==> src/rtl/ppt_regs.svh <==
// Register offsets, field positions, codes and reset values of the period timer and capture unit.
`ifndef PPT_REGS_SVH
`define PPT_REGS_SVH
`define PPT_ADDR_W 8
`define PPT_OFS_COUNT 8'h00
`define PPT_OFS_LIMIT 8'h04
`define PPT_OFS_TCTL 8'h08
`define PPT_OFS_UCTL 8'h0C
`define PPT_OFS_DLO 8'h10
`define PPT_OFS_DHI 8'h14
`define PPT_OFS_FLAG 8'h18
`define PPT_OFS_ENA 8'h1C
`define PPT_COUNT_RST 8'h00
`define PPT_LIMIT_RST 8'hFF
`define PPT_TCTL_MASK 8'h7F
`define PPT_UCTL_MASK 6'h3F
`define PPT_FLAG_PERIOD_BIT 1
`define PPT_FLAG_UNIT_BIT 2
`define PPT_QPHASE_LAST 2'h3
`define PPT_PRE_DIV1 2'h0
`define PPT_PRE_DIV4 2'h1
`define PPT_PRE_DIV4_LAST 4'h3
`define PPT_PRE_DIV16_LAST 4'hF
`define PPT_ECNT_4TH_LAST 4'h3
`define PPT_ECNT_16TH_LAST 4'hF
`define PPT_MODE_OFF 4'h0
`define PPT_MODE_TOGGLE 4'h2
`define PPT_MODE_CAP_FALL 4'h4
`define PPT_MODE_CAP_RISE 4'h5
`define PPT_MODE_CAP_4TH 4'h6
`define PPT_MODE_CAP_16TH 4'h7
`define PPT_MODE_SET_HIGH 4'h8
`define PPT_MODE_SET_LOW 4'h9
`define PPT_MODE_SOFT_IRQ 4'hA
`define PPT_MODE_SPECIAL 4'hB
`endif

==> src/rtl/ppt_pkg.sv <==
// Types shared by the period timer and capture unit.
package ppt_pkg;
	typedef struct packed {
		logic unused;
		logic [3:0] postscale;
		logic run;
		logic [1:0] prescale;
	} ppt_tctl_s;
	typedef struct packed {
		logic [1:0] duty_low_bits;
		logic [3:0] unit_mode_field;
	} ppt_uctl_s;
	typedef enum {UC_OFF, UC_RESERVED, UC_CAPTURE, UC_COMPARE, UC_PWM} ppt_uclass_e;
	function automatic ppt_uclass_e ppt_classify(input logic [3:0] mode);
		ppt_uclass_e c;
		c = UC_OFF;
		case (mode[3:2])
			2'h0: c = (mode == 4'h0) ? UC_OFF : ((mode == 4'h2) ? UC_COMPARE : UC_RESERVED);
			2'h1: c = UC_CAPTURE;
			2'h2: c = UC_COMPARE;
			default: c = UC_PWM;
		endcase
		return c;
	endfunction : ppt_classify
endpackage : ppt_pkg

==> src/rtl/ppt_unit.sv <==
// Period timer with postscaled flag, and capture/compare/PWM unit behind an APB slave.
//
// Our own choices: the APB slave port and the address map.
`include "ppt_regs.svh"
`timescale 1ns/10ps
`default_nettype none
module ppt_unit
	import ppt_pkg::*;
(
	// APB slave
	input wire logic pclk,
	input wire logic presetn,
	input wire logic psel,
	input wire logic penable,
	input wire logic pwrite,
	input wire logic [`PPT_ADDR_W-1:0] paddr,
	input wire logic [31:0] pwdata,
	output logic [31:0] prdata,
	output logic pready,
	output logic pslverr,
	// Companion timer
	input wire logic [15:0] companion_timer_count,
	input wire logic companion_sync,
	output logic companion_reset,
	output logic conversion_start,
	// Unit pin
	input wire logic unit_pin_in,
	output logic unit_pin_out,
	output logic unit_pin_oe_n,
	// Events and flags
	output logic period_match,
	output logic period_irq_req,
	output logic unit_irq_req
);
	import ppt_pkg::*;

	logic [1:0] phase_q, phase_d;
	logic [3:0] pre_q, pre_d;
	logic [3:0] post_q, post_d;
	logic [7:0] count_q, count_d;
	logic [7:0] limit_q, limit_d;
	logic [7:0] tctl_q, tctl_d;
	logic [5:0] uctl_q, uctl_d;
	logic [7:0] dlo_q, dlo_d;
	logic [7:0] dhi_q, dhi_d;
	logic [3:0] ecnt_q, ecnt_d;
	logic [9:0] duty_q, duty_d;
	logic pflag_q, pflag_d;
	logic uflag_q, uflag_d;
	logic pen_q, pen_d;
	logic uen_q, uen_d;
	logic pin_q, pin_d;
	logic cmp_eq_q, cmp_eq_d;
	logic match_q, match_d;
	logic sevt_q, sevt_d;
	logic sync1_q, sync2_q, sync3_q;
	logic [31:0] prdata_q, prdata_d;

	ppt_tctl_s tctl;
	ppt_uctl_s uctl;
	ppt_uclass_e ucls;
	logic wr, rd_setup, mapped;
	logic tick, ps_hit, match_now, post_hit;
	logic rise, fall, cap_evt, cmp_now, cmp_evt;
	logic [3:0] wmode;

	assign tctl = ppt_tctl_s'(tctl_q);
	assign uctl = ppt_uctl_s'(uctl_q);
	assign ucls = ppt_classify(uctl.unit_mode_field);
	assign wr = psel & penable & pwrite;
	assign rd_setup = psel & ~penable;
	assign wmode = pwdata[3:0];

	always_comb
	begin
		case (paddr)
			`PPT_OFS_COUNT, `PPT_OFS_LIMIT, `PPT_OFS_TCTL, `PPT_OFS_UCTL,
			`PPT_OFS_DLO, `PPT_OFS_DHI, `PPT_OFS_FLAG, `PPT_OFS_ENA: mapped = 1'b1;
			default: mapped = 1'b0;
		endcase
	end

	// Zero wait states: read data is registered in the setup cycle.
	assign pready = 1'b1;
	assign pslverr = psel & penable & ~mapped;
	assign prdata = prdata_q;

	always_comb
	begin
		prdata_d = prdata_q;
		if (rd_setup)
		begin
			case (paddr)
				`PPT_OFS_COUNT: prdata_d = {24'h000000, count_q};
				`PPT_OFS_LIMIT: prdata_d = {24'h000000, limit_q};
				`PPT_OFS_TCTL: prdata_d = {24'h000000, tctl_q};
				`PPT_OFS_UCTL: prdata_d = {26'h0000000, uctl_q};
				`PPT_OFS_DLO: prdata_d = {24'h000000, dlo_q};
				`PPT_OFS_DHI: prdata_d = {24'h000000, dhi_q};
				`PPT_OFS_FLAG: prdata_d = {29'h00000000, uflag_q, pflag_q, 1'b0};
				`PPT_OFS_ENA: prdata_d = {29'h00000000, uen_q, pen_q, 1'b0};
				default: prdata_d = 32'h00000000;
			endcase
		end
	end

	// Instruction clock is the bus clock divided by four.
	assign tick = (phase_q == `PPT_QPHASE_LAST) & tctl.run;
	always_comb
	begin
		case (tctl.prescale)
			`PPT_PRE_DIV1: ps_hit = tick;
			`PPT_PRE_DIV4: ps_hit = tick & (pre_q[1:0] == 2'(`PPT_PRE_DIV4_LAST));
			default: ps_hit = tick & (pre_q == `PPT_PRE_DIV16_LAST);
		endcase
	end
	assign match_now = ps_hit & (count_q == limit_q);
	assign post_hit = match_now & (post_q == tctl.postscale);

	// Capture edge detection reads only the second and third sync stages.
	assign rise = sync2_q & ~sync3_q;
	assign fall = ~sync2_q & sync3_q;
	always_comb
	begin
		cap_evt = 1'b0;
		case (uctl.unit_mode_field)
			`PPT_MODE_CAP_FALL: cap_evt = fall;
			`PPT_MODE_CAP_RISE: cap_evt = rise;
			`PPT_MODE_CAP_4TH: cap_evt = rise & (ecnt_q[1:0] == 2'(`PPT_ECNT_4TH_LAST));
			`PPT_MODE_CAP_16TH: cap_evt = rise & (ecnt_q == `PPT_ECNT_16TH_LAST);
			default: cap_evt = 1'b0;
		endcase
		cap_evt = cap_evt & companion_sync;
	end
	assign cmp_now = (companion_timer_count == {dhi_q, dlo_q});
	assign cmp_evt = cmp_now & ~cmp_eq_q & (ucls == UC_COMPARE);

	always_comb
	begin
		phase_d = phase_q + 2'h1;
		pre_d = pre_q;
		post_d = post_q;
		count_d = count_q;
		limit_d = limit_q;
		tctl_d = tctl_q;
		uctl_d = uctl_q;
		dlo_d = dlo_q;
		dhi_d = dhi_q;
		ecnt_d = ecnt_q;
		duty_d = duty_q;
		pflag_d = pflag_q;
		uflag_d = uflag_q;
		pen_d = pen_q;
		uen_d = uen_q;
		pin_d = pin_q;
		cmp_eq_d = cmp_now;
		match_d = 1'b0;
		sevt_d = 1'b0;
		// Period timer.
		if (tick)
			pre_d = pre_q + 4'h1;
		if (ps_hit)
			count_d = match_now ? `PPT_COUNT_RST : count_q + 8'h01;
		if (match_now)
		begin
			match_d = 1'b1;
			post_d = post_hit ? 4'h0 : post_q + 4'h1;
		end
		if (wr && paddr == `PPT_OFS_COUNT)
		begin
			count_d = pwdata[7:0];
			pre_d = 4'h0;
			post_d = 4'h0;
		end
		if (wr && paddr == `PPT_OFS_TCTL)
		begin
			tctl_d = pwdata[7:0] & `PPT_TCTL_MASK;
			count_d = count_q;
			pre_d = 4'h0;
			post_d = 4'h0;
		end
		if (wr && paddr == `PPT_OFS_LIMIT)
			limit_d = pwdata[7:0];
		// Capture edge prescaler.
		if (ucls != UC_CAPTURE)
			ecnt_d = 4'h0;
		else if (rise && uctl.unit_mode_field[1] && companion_sync)
			ecnt_d = cap_evt ? 4'h0 : ecnt_q + 4'h1;
		// Compare actions: pin changes, or the special event.
		if (cmp_evt)
		begin
			case (uctl.unit_mode_field)
				`PPT_MODE_TOGGLE: pin_d = ~pin_q;
				`PPT_MODE_SET_HIGH: pin_d = 1'b1;
				`PPT_MODE_SET_LOW: pin_d = 1'b0;
				`PPT_MODE_SPECIAL: sevt_d = 1'b1;
				default: pin_d = pin_q;
			endcase
		end
		// PWM: the period restart sets the pin unless the new duty is zero, and reloads the duty buffer.
		if (ucls == UC_PWM)
		begin
			if (match_now)
			begin
				duty_d = {dlo_q, uctl.duty_low_bits};
				dhi_d = dlo_q;
				pin_d = ({dlo_q, uctl.duty_low_bits} != 10'h000);
			end
			else if (duty_q == {count_q, phase_q})
				pin_d = 1'b0;
		end
		// Capture overwrites whatever the pair held.
		if (cap_evt)
		begin
			dlo_d = companion_timer_count[7:0];
			dhi_d = companion_timer_count[15:8];
		end
		if (wr && paddr == `PPT_OFS_DLO)
			dlo_d = pwdata[7:0];
		// The high byte is read-only while PWM owns it.
		if (wr && paddr == `PPT_OFS_DHI && ucls != UC_PWM)
			dhi_d = pwdata[7:0];
		if (wr && paddr == `PPT_OFS_UCTL)
		begin
			uctl_d = pwdata[5:0] & `PPT_UCTL_MASK;
			case (wmode)
				`PPT_MODE_OFF: pin_d = 1'b0;
				`PPT_MODE_SET_HIGH: pin_d = 1'b0;
				`PPT_MODE_SET_LOW: pin_d = 1'b1;
				default: pin_d = pin_d;
			endcase
			if (wmode == `PPT_MODE_OFF)
			begin
				ecnt_d = 4'h0;
				duty_d = 10'h000;
			end
		end
		if (wr && paddr == `PPT_OFS_ENA)
		begin
			pen_d = pwdata[`PPT_FLAG_PERIOD_BIT];
			uen_d = pwdata[`PPT_FLAG_UNIT_BIT];
		end
		// Flags: software writes zero to clear, a same-cycle set wins.
		if (wr && paddr == `PPT_OFS_FLAG)
		begin
			pflag_d = pflag_q & pwdata[`PPT_FLAG_PERIOD_BIT];
			uflag_d = uflag_q & pwdata[`PPT_FLAG_UNIT_BIT];
		end
		if (post_hit)
			pflag_d = 1'b1;
		if (cap_evt || cmp_evt)
			uflag_d = 1'b1;
	end

	always_ff @(posedge pclk or negedge presetn)
	begin
		if (!presetn)
		begin
			phase_q <= 2'h0;
			pre_q <= 4'h0;
			post_q <= 4'h0;
			count_q <= `PPT_COUNT_RST;
			limit_q <= `PPT_LIMIT_RST;
			tctl_q <= 8'h00;
			uctl_q <= 6'h00;
			dlo_q <= 8'h00;
			dhi_q <= 8'h00;
			ecnt_q <= 4'h0;
			duty_q <= 10'h000;
			pflag_q <= 1'b0;
			uflag_q <= 1'b0;
			pen_q <= 1'b0;
			uen_q <= 1'b0;
			pin_q <= 1'b0;
			cmp_eq_q <= 1'b0;
			match_q <= 1'b0;
			sevt_q <= 1'b0;
			sync1_q <= 1'b0;
			sync2_q <= 1'b0;
			sync3_q <= 1'b0;
			prdata_q <= 32'h00000000;
		end
		else
		begin
			phase_q <= phase_d;
			pre_q <= pre_d;
			post_q <= post_d;
			count_q <= count_d;
			limit_q <= limit_d;
			tctl_q <= tctl_d;
			uctl_q <= uctl_d;
			dlo_q <= dlo_d;
			dhi_q <= dhi_d;
			ecnt_q <= ecnt_d;
			duty_q <= duty_d;
			pflag_q <= pflag_d;
			uflag_q <= uflag_d;
			pen_q <= pen_d;
			uen_q <= uen_d;
			pin_q <= pin_d;
			cmp_eq_q <= cmp_eq_d;
			match_q <= match_d;
			sevt_q <= sevt_d;
			sync1_q <= unit_pin_in;
			sync2_q <= sync1_q;
			sync3_q <= sync2_q;
			prdata_q <= prdata_d;
		end
	end

	// The pin is driven only in the toggle, set-high and set-low compare modes and PWM; capture keeps listening.
	assign unit_pin_out = pin_q;
	assign unit_pin_oe_n = ~((ucls == UC_PWM) || (uctl.unit_mode_field == `PPT_MODE_TOGGLE)
		|| (uctl.unit_mode_field == `PPT_MODE_SET_HIGH)
		|| (uctl.unit_mode_field == `PPT_MODE_SET_LOW));
	assign period_match = match_q;
	assign companion_reset = sevt_q;
	assign conversion_start = sevt_q;
	assign period_irq_req = pflag_q & pen_q;
	assign unit_irq_req = uflag_q & uen_q;

	property p_div1_step;
		@(posedge pclk) disable iff (!presetn)
		(tick && tctl.prescale == 2'h0 && !wr && count_q != limit_q) |=> count_q == $past(count_q) + 8'h01;
	endproperty
	a_div1_step: assert property (p_div1_step) else $error("count missed a divide-by-one tick");

	property p_match_wrap;
		@(posedge pclk) disable iff (!presetn)
		(match_q && !$past(wr)) |-> ($past(count_q) == $past(limit_q)) && count_q == 8'h00;
	endproperty
	a_match_wrap: assert property (p_match_wrap) else $error("match pulse without wrap to zero");

	property p_reset_values;
		@(posedge pclk) $rose(presetn) |-> count_q == 8'h00 && limit_q == 8'hFF;
	endproperty
	a_reset_values: assert property (p_reset_values) else $error("wrong period reset values");

	property p_ctl_clears;
		@(posedge pclk) disable iff (!presetn)
		(wr && paddr == `PPT_OFS_TCTL) |=> pre_q == 4'h0 && post_q == 4'h0 && count_q == $past(count_q);
	endproperty
	a_ctl_clears: assert property (p_ctl_clears) else $error("control write mishandled counters");

	property p_stopped_holds;
		@(posedge pclk) disable iff (!presetn)
		(!tctl.run && !wr) [*2] |-> $stable(count_q) && $stable(pre_q) && !match_q;
	endproperty
	a_stopped_holds: assert property (p_stopped_holds) else $error("stopped timer moved");

	property p_post_ratio;
		@(posedge pclk) disable iff (!presetn)
		$rose(pflag_q) |-> $past(match_now) && $past(post_q) == $past(tctl.postscale);
	endproperty
	a_post_ratio: assert property (p_post_ratio) else $error("period flag off the postscale ratio");

	property p_capture_copy;
		@(posedge pclk) disable iff (!presetn)
		(cap_evt && !wr) |=> {dhi_q, dlo_q} == $past(companion_timer_count) && uflag_q;
	endproperty
	a_capture_copy: assert property (p_capture_copy) else $error("capture did not copy timer");

	property p_edge_clear;
		@(posedge pclk) disable iff (!presetn)
		(ucls != UC_CAPTURE) |=> ecnt_q == 4'h0;
	endproperty
	a_edge_clear: assert property (p_edge_clear) else $error("edge prescaler not cleared");

	property p_off_quiet;
		@(posedge pclk) disable iff (!presetn)
		(ucls == UC_OFF) |-> unit_pin_oe_n && !companion_reset ##1 (ucls != UC_OFF || ecnt_q == 4'h0);
	endproperty
	a_off_quiet: assert property (p_off_quiet) else $error("disabled unit still active");

	c_capture: cover property (@(posedge pclk) disable iff (!presetn) cap_evt);
	c_period_flag: cover property (@(posedge pclk) disable iff (!presetn) $rose(pflag_q));
	c_compare: cover property (@(posedge pclk) disable iff (!presetn) cmp_evt);
	c_special: cover property (@(posedge pclk) disable iff (!presetn) companion_reset);
endmodule : ppt_unit
`default_nettype wire

==> config.mk <==
export PLATFORM = sky130hd
export DESIGN_NAME = ppt_unit
export DESIGN_NICKNAME = d
export VERILOG_FILES = /design/src/rtl/ppt_pkg.sv /design/src/rtl/ppt_unit.sv
export VERILOG_INCLUDE_DIRS = /design/src /design/src/rtl
export SDC_FILE = /design/constraint.sdc
export NUM_CORES = 1
export LEC_CHECK = 0
export CORE_MARGIN = 2
export CORE_UTILIZATION = 60
export CTS_BUF_LIST = sky130_fd_sc_hd__clkbuf_4 sky130_fd_sc_hd__clkbuf_8 sky130_fd_sc_hd__clkbuf_16
export DETAILED_ROUTE_END_ITERATION = 10
export DONT_BUFFER_PORTS = 1
export PLACE_DENSITY = 0.78
export SLEW_MARGIN = 20
export SYNTH_ARGS = -nofsm -noshare
export SYNTH_HDL_FRONTEND = slang
export SYNTH_SLANG_ARGS = --single-unit
==> constraint.sdc <==
create_clock -name pclk -period 2.7 [get_ports pclk]
set_input_delay 0.27 -clock pclk [delete_from_list [all_inputs] [get_ports pclk]]
set_output_delay 0.27 -clock pclk [all_outputs]
set_load 0.05 [all_outputs]
==> flow_summary.yaml <==
pwr:
  power_per_cell_area_nw_per_um2: 471
  vdd.ir_drop.worst_mv: 0.212
  power_leakage_nw: 2.45
  total_power_mw: 2.60
synth:
  synth_seq_cells: 88
  ys_seq_area_frac: 0.420
  postSynth.topFlopCell: "sky130_fd_sc_hd__dfrtp_1"
  netlist.top_cell.by_area: "sky130_fd_sc_hd__dfrtp_1"
  synth.distinct_cells: 61
  synthMostInstantiatedCell: "sky130_fd_sc_hd__dfrtp_1"
  mappedNetlistArea_um2: 5270
  synth_commonest_cells: "sky130_fd_sc_hd__dfrtp_1 (80), sky130_fd_sc_hd__nand2_1 (61), sky130_fd_sc_hd__xnor2_1 (32), sky130_fd_sc_hd__buf_4 (28), sky130_fd_sc_hd__mux2_2 (26)"
  synth.top_cells.by_area: "sky130_fd_sc_hd__dfrtp_1 (38%), sky130_fd_sc_hd__mux2_2 (5.6%), sky130_fd_sc_hd__xnor2_1 (5.3%)"
  yosysWarningCount: 0
  asyncSetResetFlopFracSynth: 1.00
  synth_edf_count: 0
  yosys.area_share.simple: 0.188
  muxShareOfSynthArea: 0.0860
  synth_compound_area_frac: 0.139
  netlist_instances: 541
  yosys.area_share.adder: 0.0238
  area_share_of_the_largest_cell_type_after_synthesis: 0.380
  dominant_combinational_cell_family_by_area_after_synthesis: "simple AND/OR/NAND/NOR gates"
  synthXorXnorAreaFrac: 0.0699
  avgSynthCellArea_um2: 9.73
routing:
  detail_route.vias_per_cell: 6.50
  routed_wire_length_per_instance_um: 20.4
  dr.pass1.iters: 5
  drt_drc_violations_left: 0
  detailroute.via_count: 4226
  drt_wl_total_um: 13300
  first_iter_violations: 533
  antenna_violating_nets_post_route: 0
sta:
  holdWs_ps: 16.4
  setup_viol_count_final: 0
  worst_clock_skew_ps: 10.7
  max_slew.worst_pin.slew_ps: 861
  hold_violations: 0
  max_freq_ghz: 0.432
  count_of_final_max_slew_check_failures: 0
  period_needed_ps: 2320
  fin_tns_setup_ps: 0
  timing.max_slew.rel_slack: 0.426
  post-route-period-util: 0.858
  rsz_0062_raised_after_global_routing: "no"
  final.setup.worst_slack_ps: 383
critical_path:
  kind_of_launch_point_of_the_worst_setup_path: "flop"
  crit_arrival_ps: 2610
  timing.critical_path.cells: "ha_1, nand2_1, a221oi_1, buf_4, and3_1, nand2_1, or3_1, a21oi_1"
  worst_setup_path_end_kind: "flop"
  critical-path-slowest-cell: "sky130_fd_sc_hd__dfrtp_1"
  crit_buf_inv: 1
  crit_family: "simple AND/OR/NAND/NOR gates"
  crit_path_max_incr_delay_ps: 390
  timing.critical_path.fanout_max: 6
  crit_top_cell: "sky130_fd_sc_hd__nand2_1"
  critPathRequiredTime_ps: 3000
  critPathKind: "reg -> reg"
  r2r_slack_ps: 380
grt:
  global_route.usage.total: 0.289
  grt_first_pass_wirelength_um: 21800
  global_route_congestion_overflow_total: 0
  first_global_vias: 4067
  maximum_number_of_pins_on_one_net_before_global_route_repair: 89
  grt_antenna_before_repair: 1
cells_and_area:
  multi_input_comb_area_um2: 2760
  finalCoreUtilization: 0.642
  n_fill_cell: 688
  instances_no_fill: 650
  layout.cell_area.non_filler_um2: 5510
  layout-drive-gt1-share: 0.140
  antenna_diode_instance_count: 0
  seqCellArea_um2: 2210
  layout-area-overhead-vs-synth_pct: 4.71
  finalNetCount: 610
clocking:
  clock_sinks: 88
  cts.htree.levels: 3
  root_buffer: "sky130_fd_sc_hd__clkbuf_8"
  cts-buffers-inserted: 9
  tritoncts: "done"
  cts.reportedPaths.clkPinSlew_ps: 90
  postCtsResizedCells: 0
  cts_max_path_buffers: 2
  clk_latency_ps: 370
status:
  run_status: "finished, final reports clean"
floorplan:
  std_cell_rows: 34
  design.die.area_um2: 9540
  floorplan.die.width_um: 97.7
  floorplan.die.height_um: 97.7
  floorplan.initialDensity: 0.613
  i_o_pin_count: 104
  coreArea_um2: 8590
place:
  port_buffers: 0
  placement.cell_area_um2: 5270
  dp_slack_ps: 299
  post-dp-hpwl_um: 9680
  placedCellCount: 631
  gp_congestion: 0.978
worst_hold_path:
  worst_hold_path_type: "in -> reg"
run:
  cap_violations: 0
==> report_power, final <==
group / internal (mW) / switching (mW) / total, mW / leakage (nW)
Combinational: 0.0891 / 0.176 / 0.265 / 1.29
Sequential: 1.35 / 0.0523 / 1.41 / 1.05
Clock: 0.430 / 0.498 / 0.927 / 0.103
Total: 1.87 / 0.726 / 2.60 / 2.45
==> worst register-to-register path, delay by kind of cell, from the launching register on <==
kind / cells / cell delay, ps
fa+ha+maj: 1 / 280
flops: 1 / 390
buf+inv: 1 / 200
compound gates: 2 / 410
simple gates: 4 / 980
==> repair_timing <==
item / CTS / global route
hold endpoints to repair: 89 / 0
hold buffers: 3 / 0
buffers inserted: 0 / 0
setup endpoints to repair: 0 / 0
==> path summary, 6_finish.rpt <==
kind,start,endpoint,depth (start not counted)
min in group asynchronous,presetn,duty_q[9],2
worst max register to register,phase_q[0],post_q[3],8
worst max-delay path,phase_q[0],post_q[3],8
max in group asynchronous,presetn,limit_q[1],2
worst min register to register,sync1_q,sync2_q,0
worst min-delay path,pwdata[6],dlo_q[6],2
==> sequential cells by signal, summed over array words and instances (netlist names), 2 cells and up <==
register	flops
dhi_q	8
tctl	7
post_q	4
pre_q	4
dlo_q	8
count_q	8
limit_q	8
uctl	6
prdata	8
duty_q	10
ecnt_q	4
phase_q	2
==> cell usage in the layout, fill, tap and decap left out, types with 3 or more instances in the layout <==
cell type,instances
sky130_fd_sc_hd__a221o_1,8
sky130_fd_sc_hd__o2bb2ai_1,4
sky130_fd_sc_hd__nand3_1,20
sky130_fd_sc_hd__ha_1,10
sky130_fd_sc_hd__nor2_1,25
sky130_fd_sc_hd__or3_1,3
sky130_fd_sc_hd__mux2_2,26
sky130_fd_sc_hd__xor2_1,10
sky130_fd_sc_hd__clkbuf_8,9
sky130_fd_sc_hd__nand4_1,12
sky130_fd_sc_hd__nor3_1,4
sky130_fd_sc_hd__o22ai_1,3
sky130_fd_sc_hd__o21ai_0,24
sky130_fd_sc_hd__dfrtp_1,80
sky130_fd_sc_hd__buf_4,15
sky130_fd_sc_hd__nand2b_1,3
sky130_fd_sc_hd__a21oi_1,21
sky130_fd_sc_hd__nor4b_1,3
sky130_fd_sc_hd__and2_1,4
sky130_fd_sc_hd__nor4_4,3
sky130_fd_sc_hd__a22oi_1,8
sky130_fd_sc_hd__a32oi_1,5
sky130_fd_sc_hd__nand2_1,61
sky130_fd_sc_hd__clkinv_2,3
sky130_fd_sc_hd__dfstp_2,8
sky130_fd_sc_hd__a221oi_1,7
sky130_fd_sc_hd__xnor2_1,32
sky130_fd_sc_hd__nor2b_1,4
sky130_fd_sc_hd__nor4_1,12
sky130_fd_sc_hd__conb_1,25
sky130_fd_sc_hd__a31oi_1,3
sky130_fd_sc_hd__inv_1,13
sky130_fd_sc_hd__or4_1,3
sky130_fd_sc_hd__mux2i_1,16
sky130_fd_sc_hd__a22o_1,5
sky130_fd_sc_hd__and3_1,15
==> logic make-up (layout without fill, tap and decap cells) <==
group,Yosys count,after routing
xor+xnor,42,42
other cells,2,25
simple gates,183,183
mux,42,42
fa+ha+maj,10,10
compound gates,105,105
buf+inv,69,47
flops,88,88
==> layer usage <==
| layer | global-route usage | up-vias | wire [um] |
|---|---|---|---|
| li1 | - | 1898 | - |
| met1 | 0.413 | 2046 | 5570 |
| met2 | 0.436 | 243 | 6000 |
| met3 | 0.0662 | 37 | 1350 |
| met4 | 0.100 | 2 | 355 |
| met5 | 0 | - | 13 |
==> area by class of cell <==
type | count | share of cell area
Sequential cell | 88 | 0.401
Multi-Input combinational cell | 407 | 0.501
Inverter | 13 | 0.00885
Timing Repair Buffer | 18 | 0.0291
Clock buffer | 9 | 0.0225
Clock inverter | 7 | 0.0129
Tap cell | 108 | 0.0245
(Power assumes the default switching activity.)
